--- src/design/fbod_pkg.sv ---
// constants and types shared by the opcode decoder and its arithmetic unit
package fbod_pkg;
    // ******************************
    // special register addresses
    // ******************************
    localparam logic [6:0] ADDR_TIMER = 7'h01;
    localparam logic [6:0] ADDR_PCL = 7'h02;
    localparam logic [6:0] ADDR_STATUS = 7'h03;
    localparam logic [6:0] ADDR_PORT = 7'h06;
    localparam logic [6:0] ADDR_DIR = 7'h05;
    // ******************************
    // status and direction bit positions
    // ******************************
    localparam int ST_C = 0;
    localparam int ST_DC = 1;
    localparam int ST_Z = 2;
    localparam int ST_PD = 3;
    localparam int ST_TO = 4;
    localparam int DIR_INPUT_ONLY_BIT = 3;
    localparam logic [7:0] DIR_FORCE_MASK = 8'h08;
    // ******************************
    // widths and reset values
    // ******************************
    localparam int PC_W = 13;
    localparam logic [PC_W-1:0] PC_RESET = 13'h0000;
    localparam logic [7:0] W_RESET = 8'h00;
    // ******************************
    // class codes and sub-opcodes
    // ******************************
    localparam logic [1:0] CLS_BYTE = 2'h0;
    localparam logic [1:0] CLS_BIT = 2'h1;
    localparam logic [1:0] CLS_JUMP = 2'h2;
    localparam logic [1:0] CLS_LIT = 2'h3;
    localparam logic [3:0] OP_MISC = 4'h0;
    localparam logic [3:0] OP_CLR = 4'h1;
    localparam logic [3:0] OP_SUBTRACT_W_FROM_REG = 4'h2;
    localparam logic [3:0] OP_DECREMENT_REG = 4'h3;
    localparam logic [3:0] OP_OR_W_REG = 4'h4;
    localparam logic [3:0] OP_AND_W_REG = 4'h5;
    localparam logic [3:0] OP_XOR_W_REG = 4'h6;
    localparam logic [3:0] OP_ADD_W_REG = 4'h7;
    localparam logic [3:0] OP_MOVE_REG = 4'h8;
    localparam logic [3:0] OP_COMPLEMENT_REG = 4'h9;
    localparam logic [3:0] OP_INCREMENT_REG = 4'hA;
    localparam logic [3:0] OP_DECREMENT_SKIP_ZERO = 4'hB;
    localparam logic [3:0] OP_RRF = 4'hC;
    localparam logic [3:0] OP_RLF = 4'hD;
    localparam logic [3:0] OP_SWAP_NIBBLES = 4'hE;
    localparam logic [3:0] OP_INCREMENT_SKIP_ZERO = 4'hF;
    localparam logic [1:0] BOP_CLEAR = 2'h0;
    localparam logic [1:0] BOP_SET = 2'h1;
    localparam logic [1:0] BOP_SKIP_CLEAR = 2'h2;
    localparam logic [1:0] BOP_SKIP_SET = 2'h3;
    localparam logic [7:0] MISC_RETURN = 8'h08;
    localparam logic [7:0] MISC_INT_RETURN = 8'h09;
    localparam logic [7:0] MISC_STANDBY = 8'h63;
    localparam logic [7:0] MISC_WDT_CLEAR = 8'h64;

    typedef enum logic [3:0] {
        FBOD_PASS, FBOD_ADD, FBOD_SUB, FBOD_AND, FBOD_OR, FBOD_XOR, FBOD_INC,
        FBOD_DEC, FBOD_COM, FBOD_RLC, FBOD_RRC, FBOD_SWAP, FBOD_BCLR, FBOD_BSET,
        FBOD_ZERO, FBOD_WPASS
    } fbod_alu_e;

    typedef enum logic {FBOD_EXEC, FBOD_FLUSH} fbod_state_e;
endpackage

--- src/design/fbod_alu.sv ---
// arithmetic and logic unit of the opcode decoder
`timescale 1ns/1ps
`default_nettype none
module fbod_alu (
    input wire fbod_pkg::fbod_alu_e op,
    input wire logic [7:0] a,
    input wire logic [7:0] w,
    input wire logic c_in,
    input wire logic [2:0] bit_sel,
    output logic [7:0] y,
    output logic c_out,
    output logic dc_out
);
    logic [8:0] sum;
    logic [4:0] half;

    always_comb begin
        sum = 9'h000;
        half = 5'h00;
        y = a;
        c_out = c_in;
        dc_out = 1'b0;
        unique case (op)
            fbod_pkg::FBOD_PASS: y = a;
            fbod_pkg::FBOD_WPASS: y = w;
            fbod_pkg::FBOD_ZERO: y = 8'h00;
            fbod_pkg::FBOD_ADD: begin
                sum = {1'b0, a} + {1'b0, w};
                half = {1'b0, a[3:0]} + {1'b0, w[3:0]};
                y = sum[7:0];
                c_out = sum[8];
                dc_out = half[4];
            end
            // carry means no borrow
            fbod_pkg::FBOD_SUB: begin
                sum = {1'b0, a} + {1'b0, ~w} + 9'h001;
                half = {1'b0, a[3:0]} + {1'b0, ~w[3:0]} + 5'h01;
                y = sum[7:0];
                c_out = sum[8];
                dc_out = half[4];
            end
            fbod_pkg::FBOD_AND: y = a & w;
            fbod_pkg::FBOD_OR: y = a | w;
            fbod_pkg::FBOD_XOR: y = a ^ w;
            fbod_pkg::FBOD_INC: y = a + 8'h01;
            fbod_pkg::FBOD_DEC: y = a - 8'h01;
            fbod_pkg::FBOD_COM: y = ~a;
            fbod_pkg::FBOD_RLC: begin
                y = {a[6:0], c_in};
                c_out = a[7];
            end
            fbod_pkg::FBOD_RRC: begin
                y = {c_in, a[7:1]};
                c_out = a[0];
            end
            fbod_pkg::FBOD_SWAP: y = {a[3:0], a[7:4]};
            fbod_pkg::FBOD_BCLR: y = a & ~(8'h01 << bit_sel);
            fbod_pkg::FBOD_BSET: y = a | (8'h01 << bit_sel);
        endcase
    end
endmodule
`default_nettype wire

--- src/design/fbod_decoder.sv ---
// 14-bit opcode decoder and executor with special register handling
// Operation
// - direction register bit 3 always reads one, also inside read-modify-write.
// - program counter high byte not addressable; low byte read gives only low byte.
// - writing pc low byte loads it and copies holding latch into high byte.
// - modify of pc low byte uses old low byte, latch to high, result to low.
// - bit set and clear read whole register, change one bit, write byte back.
// - port register used as its own source reads the pin levels.
// - writing the timer register clears the prescaler when assigned to the timer.
// - pc change or true skip takes two cycles, second one a no-operation.
// - byte add, subtract set C, DC, Z; and, or, xor set Z only.
// - inc, dec, complement, move set Z; skip forms change no flags, skip on zero.
// - rotates through carry affect only carry; nibble swap affects no flag.
// - bit clear, set, test-skip-clear, test-skip-set alter no status flags.
// - literal add, subtract set C, DC, Z; logic ops set Z; load sets nothing.
// - call, jump, return, interrupt return, return with literal take two cycles.
// - watchdog clear and standby entry are single cycle and set timeout; watchdog clear sets powerdown, standby entry clears it.
// - byte result goes to W when destination bit is zero, else to register.
// - flag updates override bits written into the status register.
`timescale 1ns/1ps
`default_nettype none
module fbod_decoder #(
    parameter int PC_WIDTH = fbod_pkg::PC_W
) (
    input wire logic clk,
    input wire logic resetn,
    input wire logic [13:0] instr,
    input wire logic instr_valid,
    input wire logic [7:0] file_rdata,
    input wire logic [7:0] port_pins,
    input wire logic [4:0] pc_high_holding_latch,
    input wire logic [PC_WIDTH-1:0] stack_top,
    input wire logic prescaler_on_timer,
    output logic [6:0] file_raddr,
    output logic nop_cycle,
    output logic file_we,
    output logic [6:0] file_waddr,
    output logic [7:0] file_wdata,
    output logic [7:0] w_reg,
    output logic [4:0] status_flags,
    output logic [PC_WIDTH-1:0] pc,
    output logic stack_push,
    output logic [PC_WIDTH-1:0] stack_wdata,
    output logic stack_pop,
    output logic interrupt_enable_set,
    output logic prescaler_clear,
    output logic watchdog_clear,
    output logic standby_enter
);
    // ******************************
    // pin synchroniser
    // ******************************
    logic [7:0] pins_meta;
    logic [7:0] pins_sync;
    always_ff @(posedge clk) begin
        if (!resetn) begin
            pins_meta <= 8'h00;
            pins_sync <= 8'h00;
        end else begin
            pins_meta <= port_pins;
            pins_sync <= pins_meta;
        end
    end

    // ******************************
    // operand fetch
    // ******************************
    fbod_pkg::fbod_state_e state, next_state;
    logic flush_adv, next_flush_adv;
    logic [7:0] next_w;
    logic [4:0] flags, next_flags;
    logic [PC_WIDTH-1:0] next_pc, next_stack_wdata;
    logic next_file_we, next_stack_push, next_stack_pop, next_ie_set;
    logic next_psc_clear, next_wdt_clear, next_standby;
    logic [6:0] next_file_waddr;
    logic [7:0] next_file_wdata;

    logic [1:0] cls;
    logic [3:0] op4;
    logic dbit;
    logic [6:0] faddr;
    logic [7:0] lit;
    logic [7:0] operand;
    assign cls = instr[13:12];
    assign op4 = instr[11:8];
    assign dbit = instr[7];
    assign faddr = instr[6:0];
    assign lit = instr[7:0];
    assign file_raddr = faddr;
    assign nop_cycle = (state == fbod_pkg::FBOD_FLUSH);

    function automatic logic [7:0] read_operand(input logic [6:0] addr,
                                                input logic [7:0] rd);
        logic [7:0] v;
        v = rd;
        if (addr == fbod_pkg::ADDR_PORT) v = pins_sync;
        if (addr == fbod_pkg::ADDR_DIR) v = rd | fbod_pkg::DIR_FORCE_MASK;
        if (addr == fbod_pkg::ADDR_PCL) v = pc[7:0];
        if (addr == fbod_pkg::ADDR_STATUS) v = {rd[7:5], flags};
        return v;
    endfunction

    assign operand = read_operand(faddr, file_rdata);

    // ******************************
    // decode
    // ******************************
    fbod_pkg::fbod_alu_e alu_op;
    logic use_lit, to_w, to_f, aff_z, aff_c, aff_dc, skip_zero, skip_bit;
    logic [7:0] alu_y;
    logic alu_c, alu_dc, bit_val;
    assign bit_val = operand[instr[9:7]];

    always_comb begin
        alu_op = fbod_pkg::FBOD_PASS;
        use_lit = 1'b0;
        to_w = 1'b0;
        to_f = 1'b0;
        aff_z = 1'b0;
        aff_c = 1'b0;
        aff_dc = 1'b0;
        skip_zero = 1'b0;
        skip_bit = 1'b0;
        unique case (cls)
            fbod_pkg::CLS_BYTE: begin
                to_w = !dbit;
                to_f = dbit;
                unique case (op4)
                    fbod_pkg::OP_MISC: begin
                        alu_op = fbod_pkg::FBOD_WPASS;
                        to_w = 1'b0;
                    end
                    fbod_pkg::OP_CLR: begin
                        alu_op = fbod_pkg::FBOD_ZERO;
                        aff_z = 1'b1;
                    end
                    fbod_pkg::OP_ADD_W_REG, fbod_pkg::OP_SUBTRACT_W_FROM_REG: begin
                        alu_op = (op4 == fbod_pkg::OP_ADD_W_REG) ? fbod_pkg::FBOD_ADD
                                                            : fbod_pkg::FBOD_SUB;
                        {aff_z, aff_c, aff_dc} = 3'h7;
                    end
                    fbod_pkg::OP_AND_W_REG: {alu_op, aff_z} = {fbod_pkg::FBOD_AND, 1'b1};
                    fbod_pkg::OP_OR_W_REG: {alu_op, aff_z} = {fbod_pkg::FBOD_OR, 1'b1};
                    fbod_pkg::OP_XOR_W_REG: {alu_op, aff_z} = {fbod_pkg::FBOD_XOR, 1'b1};
                    fbod_pkg::OP_INCREMENT_REG: {alu_op, aff_z} = {fbod_pkg::FBOD_INC, 1'b1};
                    fbod_pkg::OP_DECREMENT_REG: {alu_op, aff_z} = {fbod_pkg::FBOD_DEC, 1'b1};
                    fbod_pkg::OP_COMPLEMENT_REG: {alu_op, aff_z} = {fbod_pkg::FBOD_COM, 1'b1};
                    fbod_pkg::OP_MOVE_REG: {alu_op, aff_z} = {fbod_pkg::FBOD_PASS, 1'b1};
                    fbod_pkg::OP_INCREMENT_SKIP_ZERO: {alu_op, skip_zero} = {fbod_pkg::FBOD_INC, 1'b1};
                    fbod_pkg::OP_DECREMENT_SKIP_ZERO: {alu_op, skip_zero} = {fbod_pkg::FBOD_DEC, 1'b1};
                    fbod_pkg::OP_RLF: {alu_op, aff_c} = {fbod_pkg::FBOD_RLC, 1'b1};
                    fbod_pkg::OP_RRF: {alu_op, aff_c} = {fbod_pkg::FBOD_RRC, 1'b1};
                    fbod_pkg::OP_SWAP_NIBBLES: alu_op = fbod_pkg::FBOD_SWAP;
                endcase
            end
            fbod_pkg::CLS_BIT: begin
                unique case (op4[3:2])
                    fbod_pkg::BOP_CLEAR: {alu_op, to_f} = {fbod_pkg::FBOD_BCLR, 1'b1};
                    fbod_pkg::BOP_SET: {alu_op, to_f} = {fbod_pkg::FBOD_BSET, 1'b1};
                    fbod_pkg::BOP_SKIP_CLEAR: skip_bit = !bit_val;
                    fbod_pkg::BOP_SKIP_SET: skip_bit = bit_val;
                endcase
            end
            fbod_pkg::CLS_JUMP: alu_op = fbod_pkg::FBOD_PASS;
            fbod_pkg::CLS_LIT: begin
                use_lit = 1'b1;
                to_w = 1'b1;
                if (op4[3:1] == 3'h7 || op4[3:1] == 3'h6) begin
                    alu_op = (op4[3:1] == 3'h7) ? fbod_pkg::FBOD_ADD : fbod_pkg::FBOD_SUB;
                    {aff_z, aff_c, aff_dc} = 3'h7;
                end else if (op4 == 4'h9) begin
                    {alu_op, aff_z} = {fbod_pkg::FBOD_AND, 1'b1};
                end else if (op4 == 4'h8) begin
                    {alu_op, aff_z} = {fbod_pkg::FBOD_OR, 1'b1};
                end else if (op4 == 4'hA) begin
                    {alu_op, aff_z} = {fbod_pkg::FBOD_XOR, 1'b1};
                end else if (op4[3:2] == 2'h0 || op4[3:2] == 2'h1) begin
                    alu_op = fbod_pkg::FBOD_PASS;
                end else begin
                    to_w = 1'b0;
                end
            end
        endcase
    end

    // bit ops modify the whole byte
    fbod_alu u_alu (
        .op(alu_op),
        .a(use_lit ? lit : operand),
        .w(w_reg),
        .c_in(flags[fbod_pkg::ST_C]),
        .bit_sel(instr[9:7]),
        .y(alu_y),
        .c_out(alu_c),
        .dc_out(alu_dc)
    );

    // ******************************
    // execute
    // ******************************
    always_comb begin
        next_state = fbod_pkg::FBOD_EXEC;
        next_flush_adv = 1'b0;
        next_w = w_reg;
        next_flags = flags;
        next_pc = pc;
        next_file_we = 1'b0;
        next_file_waddr = faddr;
        next_file_wdata = alu_y;
        next_stack_push = 1'b0;
        next_stack_pop = 1'b0;
        next_stack_wdata = stack_wdata;
        next_ie_set = 1'b0;
        next_psc_clear = 1'b0;
        next_wdt_clear = 1'b0;
        next_standby = 1'b0;
        if (state == fbod_pkg::FBOD_FLUSH) begin
            if (flush_adv) next_pc = pc + 1'b1;
        end else if (instr_valid) begin
            next_pc = pc + 1'b1;
            if (to_w) next_w = alu_y;
            if (to_f) begin
                if (faddr == fbod_pkg::ADDR_PCL) begin
                    // latch to high, value to low
                    next_pc = PC_WIDTH'({pc_high_holding_latch, alu_y});
                    next_state = fbod_pkg::FBOD_FLUSH;
                end else if (faddr == fbod_pkg::ADDR_STATUS) begin
                    next_flags[2:0] = alu_y[2:0];
                end else begin
                    next_file_we = 1'b1;
                end
                if (faddr == fbod_pkg::ADDR_TIMER && prescaler_on_timer) begin
                    next_psc_clear = 1'b1;
                end
            end
            // computed flags win over written bits
            if (aff_z) next_flags[fbod_pkg::ST_Z] = (alu_y == 8'h00);
            if (aff_c) next_flags[fbod_pkg::ST_C] = alu_c;
            if (aff_dc) next_flags[fbod_pkg::ST_DC] = alu_dc;
            // true skip costs a flush cycle
            if ((skip_zero && alu_y == 8'h00) || skip_bit) begin
                next_state = fbod_pkg::FBOD_FLUSH;
                next_flush_adv = 1'b1;
            end
            if (cls == fbod_pkg::CLS_JUMP) begin
                next_pc = PC_WIDTH'({pc_high_holding_latch[4:3], instr[10:0]});
                next_state = fbod_pkg::FBOD_FLUSH;
                if (!instr[11]) begin
                    next_stack_push = 1'b1;
                    next_stack_wdata = pc + 1'b1;
                end
            end
            if ((cls == fbod_pkg::CLS_LIT && op4[3:2] == 2'h1) ||
                (cls == fbod_pkg::CLS_BYTE && op4 == fbod_pkg::OP_MISC && !dbit &&
                 (lit == fbod_pkg::MISC_RETURN || lit == fbod_pkg::MISC_INT_RETURN))) begin
                next_pc = stack_top;
                next_stack_pop = 1'b1;
                next_state = fbod_pkg::FBOD_FLUSH;
                next_ie_set = (cls == fbod_pkg::CLS_BYTE && lit[0]);
            end
            if (cls == fbod_pkg::CLS_BYTE && op4 == fbod_pkg::OP_MISC && !dbit) begin
                if (lit == fbod_pkg::MISC_WDT_CLEAR) begin
                    next_wdt_clear = 1'b1;
                    next_flags[fbod_pkg::ST_TO] = 1'b1;
                    next_flags[fbod_pkg::ST_PD] = 1'b1;
                end else if (lit == fbod_pkg::MISC_STANDBY) begin
                    next_standby = 1'b1;
                    next_flags[fbod_pkg::ST_TO] = 1'b1;
                    next_flags[fbod_pkg::ST_PD] = 1'b0;
                end
            end
        end
    end

    always_ff @(posedge clk) begin
        if (!resetn) begin
            state <= fbod_pkg::FBOD_EXEC;
            flush_adv <= 1'b0;
            w_reg <= fbod_pkg::W_RESET;
            flags <= 5'h18;
            pc <= PC_WIDTH'(fbod_pkg::PC_RESET);
            file_we <= 1'b0;
            file_waddr <= 7'h00;
            file_wdata <= 8'h00;
            stack_push <= 1'b0;
            stack_pop <= 1'b0;
            stack_wdata <= '0;
            interrupt_enable_set <= 1'b0;
            prescaler_clear <= 1'b0;
            watchdog_clear <= 1'b0;
            standby_enter <= 1'b0;
        end else begin
            state <= next_state;
            flush_adv <= next_flush_adv;
            w_reg <= next_w;
            flags <= next_flags;
            pc <= next_pc;
            file_we <= next_file_we;
            file_waddr <= next_file_waddr;
            file_wdata <= next_file_wdata;
            stack_push <= next_stack_push;
            stack_pop <= next_stack_pop;
            stack_wdata <= next_stack_wdata;
            interrupt_enable_set <= next_ie_set;
            prescaler_clear <= next_psc_clear;
            watchdog_clear <= next_wdt_clear;
            standby_enter <= next_standby;
        end
    end
    assign status_flags = flags;
endmodule
`default_nettype wire

--- config.mk ---
export PLATFORM = sky130hd
export DESIGN_NAME = fbod_decoder
export DESIGN_NICKNAME = d
export VERILOG_FILES = /design/src/design/fbod_pkg.sv /design/src/design/fbod_alu.sv /design/src/design/fbod_decoder.sv
export SDC_FILE = /design/constraint.sdc
export NUM_CORES = 1
export LEC_CHECK = 0
export ABC_AREA = 1
export BUFFER_PORTS_ARGS = -buffer_cell sky130_fd_sc_hd__buf_2
export CORE_UTILIZATION = 45
export DETAILED_ROUTE_END_ITERATION = 12
export PLACE_DENSITY = 0.67
export SETUP_SLACK_MARGIN = 0.5
export SLEW_MARGIN = 20
export SYNTH_ARGS = -nofsm -noshare
export SYNTH_HDL_FRONTEND = slang
export SYNTH_SLANG_ARGS = --single-unit
--- constraint.sdc ---
create_clock -name clk -period 4.3 [get_ports clk]
set_input_delay 0.43 -clock clk [delete_from_list [all_inputs] [get_ports clk]]
set_output_delay 0.43 -clock clk [all_outputs]
set_load 0.02 [all_outputs]
# [Word level (Yosys, flattened, before mapping)]
# Index checks and enable logic that the tools add are counted.
[word_totals] in_bits=52 register_bits=79
[op_classes] n_reduce_logical=48 n_shift=1 n_bitwise=17 addsub=9 muxes=71 eq_ne=52 n_lt_le_gt_ge=1
[op_table] operator="$pmux W8 S16" count=1
[op_table] operator="$mux W13" count=7
[op_table] operator="$eq A4 B4 Y1 const B" count=16
[op_table] operator="$pmux W4 S13" count=1
[op_table] operator="$mux W8" count=5
[op_table] operator="$mux W1" count=35
[op_table] operator="$eq A4 B3 Y1 const B" count=8
[op_table] operator="$not A8 Y8" count=3
[op_table] operator="$mux W3" count=7
[op_table] operator="$reduce_or A4 Y1" count=5
[op_table] operator="$add A8 B8 Y9" count=2
[op_table] operator="$and A8 B8 Y8" count=2
[op_table] operator="$eq A4 B2 Y1 const B" count=4
[op_table] operator="$eq A8 B4 Y1 const B" count=2
[op_table] operator="$eq A8 B7 Y1 const B" count=2
[op_table] operator="$or A8 B8 Y8" count=2
[op_table] operator="$pmux W4 S4" count=1
[op_table] operator="$reduce_bool A2 Y1" count=8
[op_table] operator="$eq A7 B2 Y1 const B" count=2
[op_table] operator="$eq A7 B3 Y1 const B" count=2
[op_table] operator="$pmux W1 S2" count=7
[op_table] operator="$add A13 B1 Y13 const B" count=1
[op_table] operator="$add A4 B4 Y5" count=2
[op_table] operator="$reduce_and A5 Y1" count=2
[op_table] operator="35 further kinds" count=72

# [Longest topological paths before layout]
# Gate-level depths: netlist (run 1).
[depth] depth_word=15 mapped_depth=31 ltp_nobuf=29

# [Hierarchy]
# From an unflattened synthesis (run 1), not the netlist that was laid out.
[unflattened] cells_unflattened=1029 hier_area_um2=6477.5
[by_module_without_submodules] module="fbod_decoder" seq_area_each_um2=1561.5 n_inst=1 cells_each=651 area_each_um2=4410.5
[by_module_without_submodules] module="fbod_alu" seq_area_each_um2=0.0 n_inst=1 cells_each=378 area_each_um2=2067.0

# [Worst setup path after synthesis (run 1)]
# OpenSTA, ideal clock, no wires.
[synth_timing] path_type="input port to flip-flop" from="input instr[12]" to="register state, in the netlist nop_cycle" cell_stages=26 setup_slack_ns=0.688 setup_time_ns=0.059 n_path_buf=1 required_time_ns=4.241 t_arrival_ns=3.553 cell_sequence="inv_1 > ha_1 > buf_4 > inv_2 > nand3_1 > nand3_4 > nand2_2 > nor2_1 > ha_1 > nand2_1 > inv_1 > o21ai_0 > nand2_1 > nand2_1 > nand2_1 > a21oi_1 > xor2_1 > nand2_1 > nand2_1 > nor2_1 > nand4_1 > a21oi_1 > nand4_1 > nand2_1 > nand2_1 > nand2_1"
[synth_via] elab_chain_cells=12
[synth_rtl] element="from (decl)" line_no="fbod_decoder.sv:27" rtl="input wire logic [13:0] instr,"
[synth_rtl] element="$eq A2 B2 Y1" line_no="fbod_decoder.sv:124, fbod_decoder.sv:253"
[synth_rtl] element="$mux W1" line_no="fbod_decoder.sv:124" rtl="unique case (cls)"
[synth_rtl] element="$mux W8" line_no="fbod_decoder.sv:189" rtl=".a(use_lit ? lit : operand),"
[synth_rtl] element="$add A8 B8 Y9" line_no="fbod_alu.sv:36" rtl="sum = {1'b0, a} + {1'b0, ~w} + 9'h001;"
[synth_rtl] element="$add A9 B1 Y9" line_no="fbod_alu.sv:36"
[synth_rtl] element="$pmux W8 S16" line_no="fbod_alu.sv:23" rtl="unique case (op)"
[synth_rtl] element="$logic_not A8 Y1" line_no="fbod_decoder.sv:241" rtl="if ((skip_zero && alu_y == 8'h00) || skip_bit) begin"
[synth_rtl] element="$logic_and A1 B1 Y1" line_no="fbod_decoder.sv:241"
[synth_rtl] element="$logic_or A1 B1 Y1" line_no="fbod_decoder.sv:241"
[synth_rtl] element="$mux W1" line_no="fbod_decoder.sv:241"
[synth_rtl] element="$mux W1" line_no="fbod_decoder.sv:245" rtl="if (cls == fbod_pkg::CLS_JUMP) begin"
[synth_rtl] element="$mux W1 (*)" line_no="fbod_decoder.sv:253" rtl="if ((cls == fbod_pkg::CLS_LIT && op4[3:2] == 2'h1) ||"
[synth_rtl] element="to (signal assigned)" line_no="fbod_decoder.sv:277" rtl="state <= fbod_pkg::FBOD_EXEC;"
[synth_rtl] element="to (signal assigned)" line_no="fbod_decoder.sv:293" rtl="state <= next_state;"
[synth_rtl] element="to (decl)" line_no="fbod_decoder.sv:68" rtl="fbod_pkg::fbod_state_e state, next_state;"
# Mark *: on every way between the ends. The rest lies on a longest branch, timed or not.
# A chain may end at the register's enable or synchronous reset.

# [Worst setup path after layout (run 1)]
[layout_timing] from="input instr[0]" to="register state, in the netlist nop_cycle"
[layout_via] elab_chain_cells=15
[layout_rtl] element="$eq A7 B3 Y1" line_no="fbod_decoder.sv:96" rtl="if (addr == fbod_pkg::ADDR_PORT) v = pins_sync;"
[layout_rtl] element="$mux W8" line_no="fbod_decoder.sv:96"
[layout_rtl] element="$mux W8" line_no="fbod_decoder.sv:97" rtl="if (addr == fbod_pkg::ADDR_DIR) v = rd | fbod_pkg::DIR_FORCE_MASK;"
[layout_rtl] element="$mux W8" line_no="fbod_decoder.sv:98" rtl="if (addr == fbod_pkg::ADDR_PCL) v = pc[7:0];"
[layout_rtl] element="$mux W8" line_no="fbod_decoder.sv:99" rtl="if (addr == fbod_pkg::ADDR_STATUS) v = {rd[7:5], flags};"
[layout_rtl] element="$mux W8" line_no="fbod_decoder.sv:189"
[layout_rtl] element="$add A8 B8 Y9" line_no="fbod_alu.sv:36"
[layout_rtl] element="$add A9 B1 Y9" line_no="fbod_alu.sv:36"
[layout_rtl] element="$pmux W8 S16" line_no="fbod_alu.sv:23"
[layout_rtl] element="$logic_not A8 Y1" line_no="fbod_decoder.sv:241"
[layout_rtl] element="$logic_and A1 B1 Y1" line_no="fbod_decoder.sv:241"
[layout_rtl] element="$logic_or A1 B1 Y1" line_no="fbod_decoder.sv:241"
[layout_rtl] element="$mux W1" line_no="fbod_decoder.sv:241"
[layout_rtl] element="$mux W1" line_no="fbod_decoder.sv:245"
[layout_rtl] element="$mux W1 (*)" line_no="fbod_decoder.sv:253"
# Mark *: on every way between the ends. The rest lies on a longest branch, timed or not. The select of a mux whose other input is x is not followed.

==> results of run 1 <==
## kinds of logic (layout without fill, tap and decap cells)
family / Yosys count / in the layout / share of synthesized area (%)
buffers and inverters: 191 / 332 / 12.3
AO/OA/AOI/OAI: 191 / 191 / 17.2
other: 1 / 1 / 0.0574
AND/OR/NAND/NOR: 535 / 535 / 38.3
flip-flops: 78 / 78 / 23.9
XOR/XNOR: 15 / 15 / 2.01
adder cells (fa/ha/maj): 31 / 31 / 6.28
## synthesized netlist by cell type (all sizes together), types with 8 or more instances
cell	count	share of area, %
nand2	271	17
nand3b	8	0.92
ha	28	5.4
xor2	9	1.2
o211ai	11	1.3
a21oi	63	5.2
buf	20	2.3
o21ai	85	6.7
clkbuf	20	1.1
nand4	13	1.2
nand3	88	7.3
nor2	138	10
inv	149	8.7
dfxtp	78	24
## stage by stage
| stage | cells | total power, W | utilization, % | instance area, um2 | hold slack [ns] |
|---|---|---|---|---|---|
| 2_1_floorplan | 1042 | 0.00129 | - | 6540 | 0.390 |
| 3_3_place_gp | 1328 | 0.00153 | 52.3 | 7340 | 0.397 |
| 3_5_place_dp | 1328 | 0.00153 | 52.3 | 7340 | 0.396 |
| 4_1_cts | 1344 | 0.00231 | 54.4 | 7640 | 0.260 |
| 5_1_grt | 1363 | 0.00248 | 57.4 | 8050 | 0.261 |
| 6_report | 1363 | 0.00237 | 57.4 | 8050 | 0.266 |
## where the power goes
group | leakage (nW) | switching, W | internal [W]
clock network | 0.149 | 0.000326 | 0.000459
logic | 3.40 | 0.000519 | 0.000261
registers | 0.641 | 0.0000361 | 0.000766
## worst max path at each step
stage                          from        end  slack (ns)  cells after the start
final                      instr[0]  nop_cycle        0.70                     29
after global routing       instr[0]      pc[4]        0.44                     27
after CTS                  instr[3]  nop_cycle        0.53                     26
after detailed placement   instr[3]  nop_cycle        0.19                     26
after global placement     instr[5]  nop_cycle        0.29                     28
after floorplan           instr[12]  nop_cycle        0.69                     26
## worst max-delay path, delay by kind of cell
family / cells / cell delay [ns]
simple gates: 18 / 1.97
xor+xnor: 1 / 0.09
fa+ha+maj: 1 / 0.36
compound gates: 3 / 0.47
buf+inv: 6 / 0.56
## per-layer routing
| metal | track usage [%] | wire length, um | vias to the layer above | part of all wire [%] |
|---|---|---|---|---|
| met5 | 0 | 0 | - | 0 |
| met4 | 16.8 | 1080 | 0 | 4.6 |
| met3 | 5.53 | 1880 | 82 | 8.0 |
| met2 | 52.0 | 11000 | 397 | 47 |
| met1 | 38.8 | 9530 | 3385 | 41 |
| li1 | - | - | 3641 | - |
## cell type report
class	instances	share of cell area [%]
multi-input cells	773	54.4
clock inverters	7	0.994
flip-flops and latches	78	19.4
well taps	180	2.80
inverters	151	7.35
clock buffers	9	2.80
repair buffers	165	12.3
## timing repair
item / CTS / global route
endpoints found under the setup margin: 0 / 16
hold buffers: 0 / 0
endpoints found under the hold margin: 0 / 0
resized for setup: 0 / 78
buffers inserted: 0 / 19
==> reports/qor.csv, run 1 <==
metric;value;unit
fmax;0.278;GHz
grt_max_degree;54;
dp_slack;0.186;ns
io_buffers;119;
endpoint_kind;flip-flop;
pin_count;121;
ys_seq_elements;78;
path_common_cell;nand2_1;
worst_r2r_path_depth;21;
status;complete, no violations;
max-clock-path-buffers;2;
synth_top_flop_cell;dfxtp_1;
min_path_type;in2reg;
syn_nets;1125;
overflow;0;
core;0.0140;mm2
setup_tns;0;ns
place_congestion;0.978;
seq_area_frac_synth;23.9;%
skew;0.00866;ns
postSynthAreaPerCell;6.27;um2
final_layout_size_suffix_gt1_share;25.4;%
worstMarginPinSlew;0.666;ns
hold-path-cell-count;3;
required;4.59;ns
cap_violations;0;
vias;7505;
syn_area;0.00654;mm2
rr_endpoint;nop_cycle;
finish.net_count;1261;
grt_pass1_wl;36000;um
slew_viol_final;0;
critPathKind;in2reg;
drt_iter0_drc;606;
dp_hpwl;18100;um
final_common_cell;nand2_1;
ctsRootBufferMaster;clkbuf_16;
avgRoutedWirePerCell;17.2;um
hold_viol;0;
peakVddDrop;0.211;mV
die_w;123;um
min_from;port_pins[5];
yosysWarnings;0;
synth-edff-count;0;
drt-pass1-iter-count;6;
min_to;pins_meta[5];
multiInputGateArea;0.00438;mm2
postSynth.asyncResetShare;0;%
r2r_start;status_flags[0];
cellPowerDensity;294;mW/mm2
num_antenna_cells;0;
die-area;0.0150;mm2
remaining_drc_errors;0;
cts_tree;yes;
clk_latency;0.34;ns
antenna_found_initial;0;
fin_ws;0.696;ns
synthDistinctLibCells;56;
start_kind;input port;
grt_setup_unrepaired;no;
clkSinkCount;78;
r2r_slack;0.94;ns
critPathArrivalTime;3.89;ns
fin_crit_sh;83.8;%
routed_wl;23500;um
fillCellCount;1430;
htreeDepth;3;
slew_headroom;55.5;%
regArea;0.00156;mm2
detail-route-antenna-nets;0;
cts_buffers;9;
min_period;3.60;ns
die_h;123;um
initial_utilization;46.6;%
p_leak;4.18;nW
rows;43;
path_max_fanout;7;
syn_to_final_growth;23.2;%
layout_common_cells;nand2_1 (238), inv_1 (129), buf_2 (112);
crit_path_max_incr_delay;0.36;ns
grt_pass1_vias;6978;
via_per_inst;5.51;
synthCells;1042;
setup_viol;0;
crit_slowest_cell;fa_2;
reg.largest.list;pc (13), stack_wdata (13);
grt_usage;31.5;%
clkTransAtPathRegs;0.06;ns
(Power assumes the default switching activity.)
==> run 2: changes to the inputs <==
--- a/config.mk
+++ b/config.mk
@@ -5,11 +5,11 @@
 export SDC_FILE = /design/constraint.sdc
 export NUM_CORES = 1
 export LEC_CHECK = 0
-export ABC_AREA = 1
+export ABC_AREA = 0
 export BUFFER_PORTS_ARGS = -buffer_cell sky130_fd_sc_hd__buf_2
 export CORE_UTILIZATION = 45
 export DETAILED_ROUTE_END_ITERATION = 12
-export PLACE_DENSITY = 0.67
+export PLACE_DENSITY = 0.69
 export SETUP_SLACK_MARGIN = 0.5
 export SLEW_MARGIN = 20
 export SYNTH_ARGS = -nofsm -noshare
==> constraint.sdc (replaced) <==
create_clock -name clk -period 3.25 [get_ports clk]
set_input_delay 0.325 -clock clk [delete_from_list [all_inputs] [get_ports clk]]
set_output_delay 0.325 -clock clk [all_outputs]
set_load 0.02 [all_outputs]
==> run 2 against run 1 <==
Against the previous run: the flow now finishes with violations (setup timing); register-to-register slack got worse by 1.4 ns; design area increased by 26%; area after synthesis increased by 0.71%; sequential share of layout area decreased by 4.0 points; clock-buffer cell count unchanged; synthesized cell count decreased by 18%; clock power increased by 30%.
==> reports/qor.csv, run 2 <==
metric;value;unit;change
place_congestion;1.06;;was 0.978
cellPowerDensity;357;mW/mm2;was 294 mW/mm2
fin_ws;-0.551;ns;was 0.696 ns
cts_buffers;9;;unchanged
grt_pass1_wl;42500;um;was 36000 um
detail-route-antenna-nets;0;;unchanged
grt_usage;37.4;%;was 31.5%
grt_setup_unrepaired;yes;;was no
clk_latency;0.35;ns;was 0.34 ns
reg.largest.list;pc (13), stack_wdata (13);;unchanged
synthDistinctLibCells;102;;was 56
skew;0.0101;ns;was 0.00866 ns
synth_common_cells;dfxtp_1 (78), nor2_1 (78), nand2_1 (63);;was nand2_1 (247), inv_1 (132), nor2_1 (113)
syn_nets;935;;was 1125
worstPathCellList;buf_6, or4_4, buf_6, or2_4, a2bb2oi_4, a31oi_4, buf_6, ha_4, a221o_1, a21oi_2, o21ai_2, xnor2_1, a311oi_1, nand3_1, nor4b_4, nand4b_1, a211oi_1;;
critPathArrivalTime;4.07;ns;was 3.89 ns
critPathKind;in2reg;;unchanged
ys_seq_elements;78;;unchanged
avgRoutedWirePerCell;21.4;um;was 17.2 um
r2r_slack;-0.44;ns;was 0.94 ns
start_kind;input port;;unchanged
p_leak;4.45;nW;was 4.18 nW
yosysTopAreaCell;dfxtp_1;;unchanged
clkTransAtPathRegs;0.07;ns;was 0.06 ns
max-clock-path-buffers;2;;unchanged
clkSinkCount;78;;unchanged
synthCells;852;;was 1042
dp.cells;1315;;was 1328
path_max_fanout;6;;was 7
fmax;0.263;GHz;
setup_viol;23;;was 0
min_from;port_pins[2];;was port_pins[5]
min_period;3.80;ns;
synthTopCellsByArea;dfxtp_1 (24%), ha_1 (5.3%), nor2_1 (4.4%), a21oi_1 (3.9%), nand2_1 (3.6%);;was dfxtp_1 (24%), nand2_1 (14%), inv_1 (7.6%), nor2_1 (6.5%), nand3_1 (6.3%)
final_common_cell;buf_4;;was nand2_1
dp_hpwl;21500;um;was 18100 um
postSynthAreaPerCell;7.73;um2;was 6.27 um2
routed_wl;29100;um;was 23500 um
core;0.0141;mm2;was 0.0140 mm2
grt_max_degree;41;;was 54
peakVddDrop;0.322;mV;was 0.211 mV
syn_area;0.00658;mm2;was 0.00654 mm2
htreeDepth;3;;unchanged
ctsRootBufferMaster;clkbuf_16;;unchanged
crit_slowest_cell;or4_4;;was fa_2
cts_tree;yes;;unchanged
endpoint_kind;flip-flop;;unchanged
drt-pass1-iter-count;6;;unchanged
layout_common_cells;buf_4 (234), buf_2 (116), dfxtp_1 (77);;was nand2_1 (238), inv_1 (129), buf_2 (112)
min_path_type;in2reg;;unchanged
final_layout_size_suffix_gt1_share;45.2;%;was 25.4%
finish.utilization;72.2;%;was 57.4%
vias;8359;;was 7505
drt_iter0_drc;1133;;was 606
num_antenna_cells;0;;unchanged
overflow;0;;unchanged
path_common_cell;buf_6;;was nand2_1
remaining_drc_errors;0;;unchanged
crit_path_max_incr_delay;0.55;ns;was 0.36 ns
finish.net_count;1256;;was 1261
fin_crit_sh;117;%;
rr_endpoint;status_flags[2];;was nop_cycle
final_cells;1358;;was 1363
min_to;pins_meta[2];;was pins_meta[5]
grt_pass1_vias;7702;;was 6978
pin_count;121;;unchanged
hold-path-cell-count;2;;was 3
worst_r2r_path_depth;18;;was 21
fillCellCount;1134;;was 1430
r2r_start;pins_sync[0];;was status_flags[0]
status;finished with violations;;was complete, no violations
rows;43;;unchanged
die-area;0.0151;mm2;was 0.0150 mm2
synth-edff-count;0;;unchanged
violations;setup timing;;
syn_to_final_growth;54.7;%;was 23.2%
synth_top_flop_cell;dfxtp_1;;unchanged
cts_hold_buffers;0;;unchanged
antenna_found_initial;2;;was 0
slew_viol_final;0;;unchanged
slew_headroom;49.2;%;was 55.5%
io_buffers;119;;unchanged
required;3.52;ns;was 4.59 ns
die_w;123;um;about the same
postSynth.asyncResetShare;0;%;unchanged
synthDominantCellAreaShare;23.7;%;was 23.9%
seq_area_frac_synth;23.7;%;was 23.9%
via_per_inst;6.16;;was 5.51
worstMarginPinSlew;0.757;ns;was 0.666 ns
hold_viol;0;;unchanged
yosysWarnings;0;;unchanged
cap_violations;0;;unchanged
die_h;123;um;about the same
initial_utilization;46.7;%;was 46.6%
run 2: cell count changes after synthesis, moves of 20 or more:
| cell | delta |
|---|---|
| and2_1 | +30 |
| nand3_1 | -61 |
| nand2_1 | -184 |
| o21ai_0 | -34 |
| inv_1 | -96 |
| a211oi_1 | +20 |
| nor2_1 | -35 |
run 2: how the worst max path moves through the flow:
stage,slack [ns],from,depth (start not counted),to
after floorplan,-0.81,instr[10],17,nop_cycle
after global placement,-1.04,instr[3],16,status_flags[2]
after detailed placement,-1.11,instr[3],16,status_flags[2]
after CTS,-0.43,instr[4],16,status_flags[2]
after global routing,-0.74,instr[4],18,nop_cycle
final,-0.55,instr[4],17,status_flags[2]
run 2: critical path, delay by kind of cell:
| kind | cells | cell delay [ns] |
|---|---|---|
| AO/OA/AOI/OAI | 7 | 1.48 |
| adder cells (fa/ha/maj) | 1 | 0.22 |
| buffers and inverters | 3 | 0.40 |
| AND/OR/NAND/NOR | 5 | 1.48 |
| XOR/XNOR | 1 | 0.14 |
run 2: metal layers:
| layer | vias to the layer above | part of all wire [%] | track usage [%] |
|---|---|---|---|
| met5 | - | 0.058 | 0 |
| met4 | 4 | 4.7 | 16.8 |
| met3 | 111 | 11 | 10.1 |
| met2 | 529 | 44 | 56.3 |
| li1 | 3813 | - | - |
| met1 | 3902 | 41 | 49.8 |
run 2: cell type report:
class,count,area [um2],area share [%]
Multi-Input combinational cell,669,5300,52.0
Timing Repair Buffer,378,2660,26.1
Sequential cell,78,1560,15.3
Clock buffer,9,225,2.21
Tap cell,180,225,2.21
Inverter,37,144,1.41
Clock inverter,7,75.1,0.737
run 2: repair_timing:
action	4_1_cts	5_1_grt
pin swaps	59	60
setup buffers	13	14
resized for setup	85	74
endpoints found under the setup margin	27	28
run 2: kinds of logic after synthesis:
logic type / share of synthesized area [%]
buf+inv: 7.20
xor+xnor: 3.86
simple gates: 25.9
other cells: 0.0570
fa+ha+maj: 6.23
flops: 23.7
mux: 2.41
compound gates: 30.6
run 2: metrics by stage:
step | hold WS, ns | TNS, ns | power, W | area, um2 | worst slack, ns
2_1_floorplan | 0.412 | -9.42 | 0.00175 | 6720 | -0.809
3_3_place_gp | 0.415 | -19.60 | 0.00232 | 8920 | -1.04
3_5_place_dp | 0.418 | -20.93 | 0.00232 | 8920 | -1.11
4_1_cts | 0.177 | -4.78 | 0.00346 | 9710 | -0.433
5_1_grt | 0.178 | -9.42 | 0.00377 | 10200 | -0.737
6_report | 0.180 | -7.05 | 0.00364 | 10200 | -0.551
run 2: report_power, final:
group | internal, W | leakage (nW) | switching, W
Sequential | 0.00101 | 0.640 | 0.0000351
Combinational | 0.000720 | 3.66 | 0.000851
Clock | 0.000545 | 0.145 | 0.000477
==> run 3: changes to the inputs <==
--- a/config.mk
+++ b/config.mk
@@ -10,6 +10,7 @@
 export CORE_UTILIZATION = 45
 export DETAILED_ROUTE_END_ITERATION = 12
 export PLACE_DENSITY = 0.69
+export RECOVER_POWER = 100
 export SETUP_SLACK_MARGIN = 0.5
 export SLEW_MARGIN = 20
 export SYNTH_ARGS = -nofsm -noshare
==> run 3 against run 2 <==
Against the previous run: the run still ends with setup timing left; worst hold slack worse by 0.0035 ns; non-clock buffer count stayed put; die area stayed put; total power is 0.40% lower; setup slack worse by 0.0086 ns; critical path type unchanged; flip-flop and latch count stayed put.
==> reports/qor.csv, run 3 (synthesized netlist as in run 2, its figures left out) <==
metric;value;unit;change
rr_endpoint;status_flags[2];;unchanged
die_h;123;um;unchanged
stdcell_area;0.0100;mm2;was 0.0102 mm2
skew;0.0116;ns;was 0.0101 ns
routed_wl;29300;um;was 29100 um
final_common_cell;buf_4;;unchanged
drt-met1-wl;11800;um;was 11900 um
min_to;pins_meta[2];;unchanged
grt_setup_unrepaired;yes;;unchanged
detail-route-antenna-nets;0;;unchanged
drt_iter0_drc;1052;;was 1133
setup_viol;23;;unchanged
clk_latency;0.35;ns;about the same
critPathKind;in2reg;;unchanged
whs;0.177;ns;was 0.180 ns
clkSinkCount;78;;unchanged
reg.largest.list;pc (13), stack_wdata (13);;unchanged
crit_path_max_incr_delay;0.55;ns;about the same
avgRoutedWirePerCell;21.6;um;was 21.4 um
start_kind;input port;;unchanged
pin_count;121;;unchanged
drt-pass1-iter-count;7;;was 6
met3WireLength;3330;um;was 3110 um
required;3.51;ns;was 3.52 ns
num_antenna_cells;0;;unchanged
slew_viol_final;0;;unchanged
layout_common_cells;buf_4 (224), dfxtp_1 (77), clkbuf_1 (77);;was buf_4 (234), buf_2 (116), dfxtp_1 (77)
status;finished with violations;;unchanged
vias;8429;;was 8359
crit_slowest_cell;or4_4;;unchanged
path_common_cell;buf_6;;unchanged
highest_layer;met5;;unchanged
multiInputGateArea;0.00528;mm2;was 0.00530 mm2
min_period;3.81;ns;was 3.80 ns
r2r_start;pins_sync[0];;unchanged
die-area;0.0151;mm2;unchanged
initial_utilization;46.7;%;unchanged
grt_usage;37.4;%;unchanged
dp_hpwl;21500;um;unchanged
slew_headroom;34.7;%;was 49.2%
hold-path-cell-count;2;;unchanged
endpoint_kind;flip-flop;;unchanged
finish.utilization;71.2;%;was 72.2%
clkTransAtPathRegs;0.07;ns;about the same
ctsRootBufferMaster;clkbuf_16;;unchanged
regArea;0.00156;mm2;unchanged
grt_pass1_wl;42500;um;unchanged
syn_to_final_growth;52.5;%;was 54.7%
routed-wl-met2;12700;um;about the same
hold_viol;0;;unchanged
placed_area;0.00892;mm2;unchanged
via_per_inst;6.21;;was 6.16
min_path_type;in2reg;;unchanged
grt_pass1_vias;7702;;unchanged
p_leak;4.14;nW;was 4.45 nW
min_from;port_pins[2];;unchanged
io_buffers;119;;unchanged
peakVddDrop;0.320;mV;was 0.322 mV
place_congestion;1.06;;unchanged
worst_r2r_path_depth;18;;unchanged
final_cells;1358;;unchanged
cts_buffers;9;;unchanged
violations;setup timing;;unchanged
cts_tree;yes;;unchanged
path_max_fanout;6;;unchanged
cellPowerDensity;361;mW/mm2;was 357 mW/mm2
fmax;0.262;GHz;was 0.263 GHz
dp_slack;-1.11;ns;unchanged
finish.net_count;1256;;unchanged
dp.cells;1315;;unchanged
grt_max_degree;41;;unchanged
fin_ws;-0.560;ns;was -0.551 ns
die_w;123;um;unchanged
r2r_slack;-0.49;ns;was -0.44 ns
critPathArrivalTime;4.07;ns;about the same
htreeDepth;3;;unchanged
cap_violations;0;;unchanged
cpLargestDelayFamily;simple AND/OR/NAND/NOR gates;;unchanged
rows;43;;unchanged
core;0.0141;mm2;unchanged
max-clock-path-buffers;2;;unchanged
cp_num_buf_inv;4;;was 3
overflow;0;;unchanged
remaining_drc_errors;0;;unchanged
worstMarginPinSlew;0.979;ns;was 0.757 ns
fin_crit_sh;117;%;about the same
worstPathCellList;buf_6, or4_4, buf_6, nor4b_4, o31ai_4, and2_4, buf_6, inv_4, fa_2, nor2b_1, o21ai_1, a21boi_1, o21a_1, o2111a_1, nor3_4, nand3_2, nor4b_4, nand4b_1, a211oi_1;;was buf_6, or4_4, buf_6, or2_4, a2bb2oi_4, a31oi_4, buf_6, ha_4, a221o_1, a21oi_2, o21ai_2, xnor2_1, a311oi_1, nand3_1, nor4b_4, nand4b_1, a211oi_1
final_layout_size_suffix_gt1_share;38.5;%;was 45.2%
antenna_found_initial;2;;unchanged
fillCellCount;1191;;was 1134
[run 3: changes by cell type in the layout (fill, tap and decap cells not counted), sizes merged]
cell    before  now
buf        378  301
clkbuf       9   86
[run 3: metal layers]
metal | up-vias | track usage [%]
met1 | 3911 | 49.8
li1 | 3814 | -
met2 | 577 | 56.3
met4 | 4 | 16.8
met5 | - | 0
met3 | 123 | 10.1
[run 3: how the worst max path moves through the flow]
stage | cells after the start | startpoint | slack (ns) | end
finish | 19 | instr[4] | -0.56 | status_flags[2]
global route | 18 | instr[4] | -0.74 | nop_cycle
CTS | 16 | instr[4] | -0.43 | status_flags[2]
detailed placement | 16 | instr[3] | -1.11 | status_flags[2]
global placement | 16 | instr[3] | -1.04 | status_flags[2]
floorplan | 17 | instr[10] | -0.81 | nop_cycle
[run 3: layout make-up]
type	count	share of cell area, %
multi-input combinational	669	52.6
timing repair buffer	378	25.2
sequential	78	15.6
clock buffer	9	2.24
tap	180	2.24
inverter	37	1.43
clock inverter	7	0.747
[run 3: worst reg2reg max path, delay by kind of cell, from the launching register on]
family / cells / cell delay (ns)
flops: 1 / 0.35
mux: 1 / 0.15
buf+inv: 3 / 0.48
simple gates: 6 / 0.85
fa+ha+maj: 2 / 0.37
compound gates: 6 / 1.47
[run 3: where the power goes]
group	switching [W]	internal, W
Combinational	0.000854	0.000697
Clock	0.000481	0.000545
Sequential	0.0000361	0.00101
[run 3: timing repair]
item,in CTS,in global routing
resized for setup,85,74
pin swaps,59,60
hold buffers,0,0
setup buffers,13,14
endpoints found under the setup margin,27,28
[run 3: stage by stage]
stage	setup TNS (ns)	power, W
finish	-7.16	0.00362
global route	-9.74	0.00375
CTS	-4.78	0.00346
detailed placement	-20.93	0.00232
global placement	-19.60	0.00232
floorplan	-9.42	0.00175
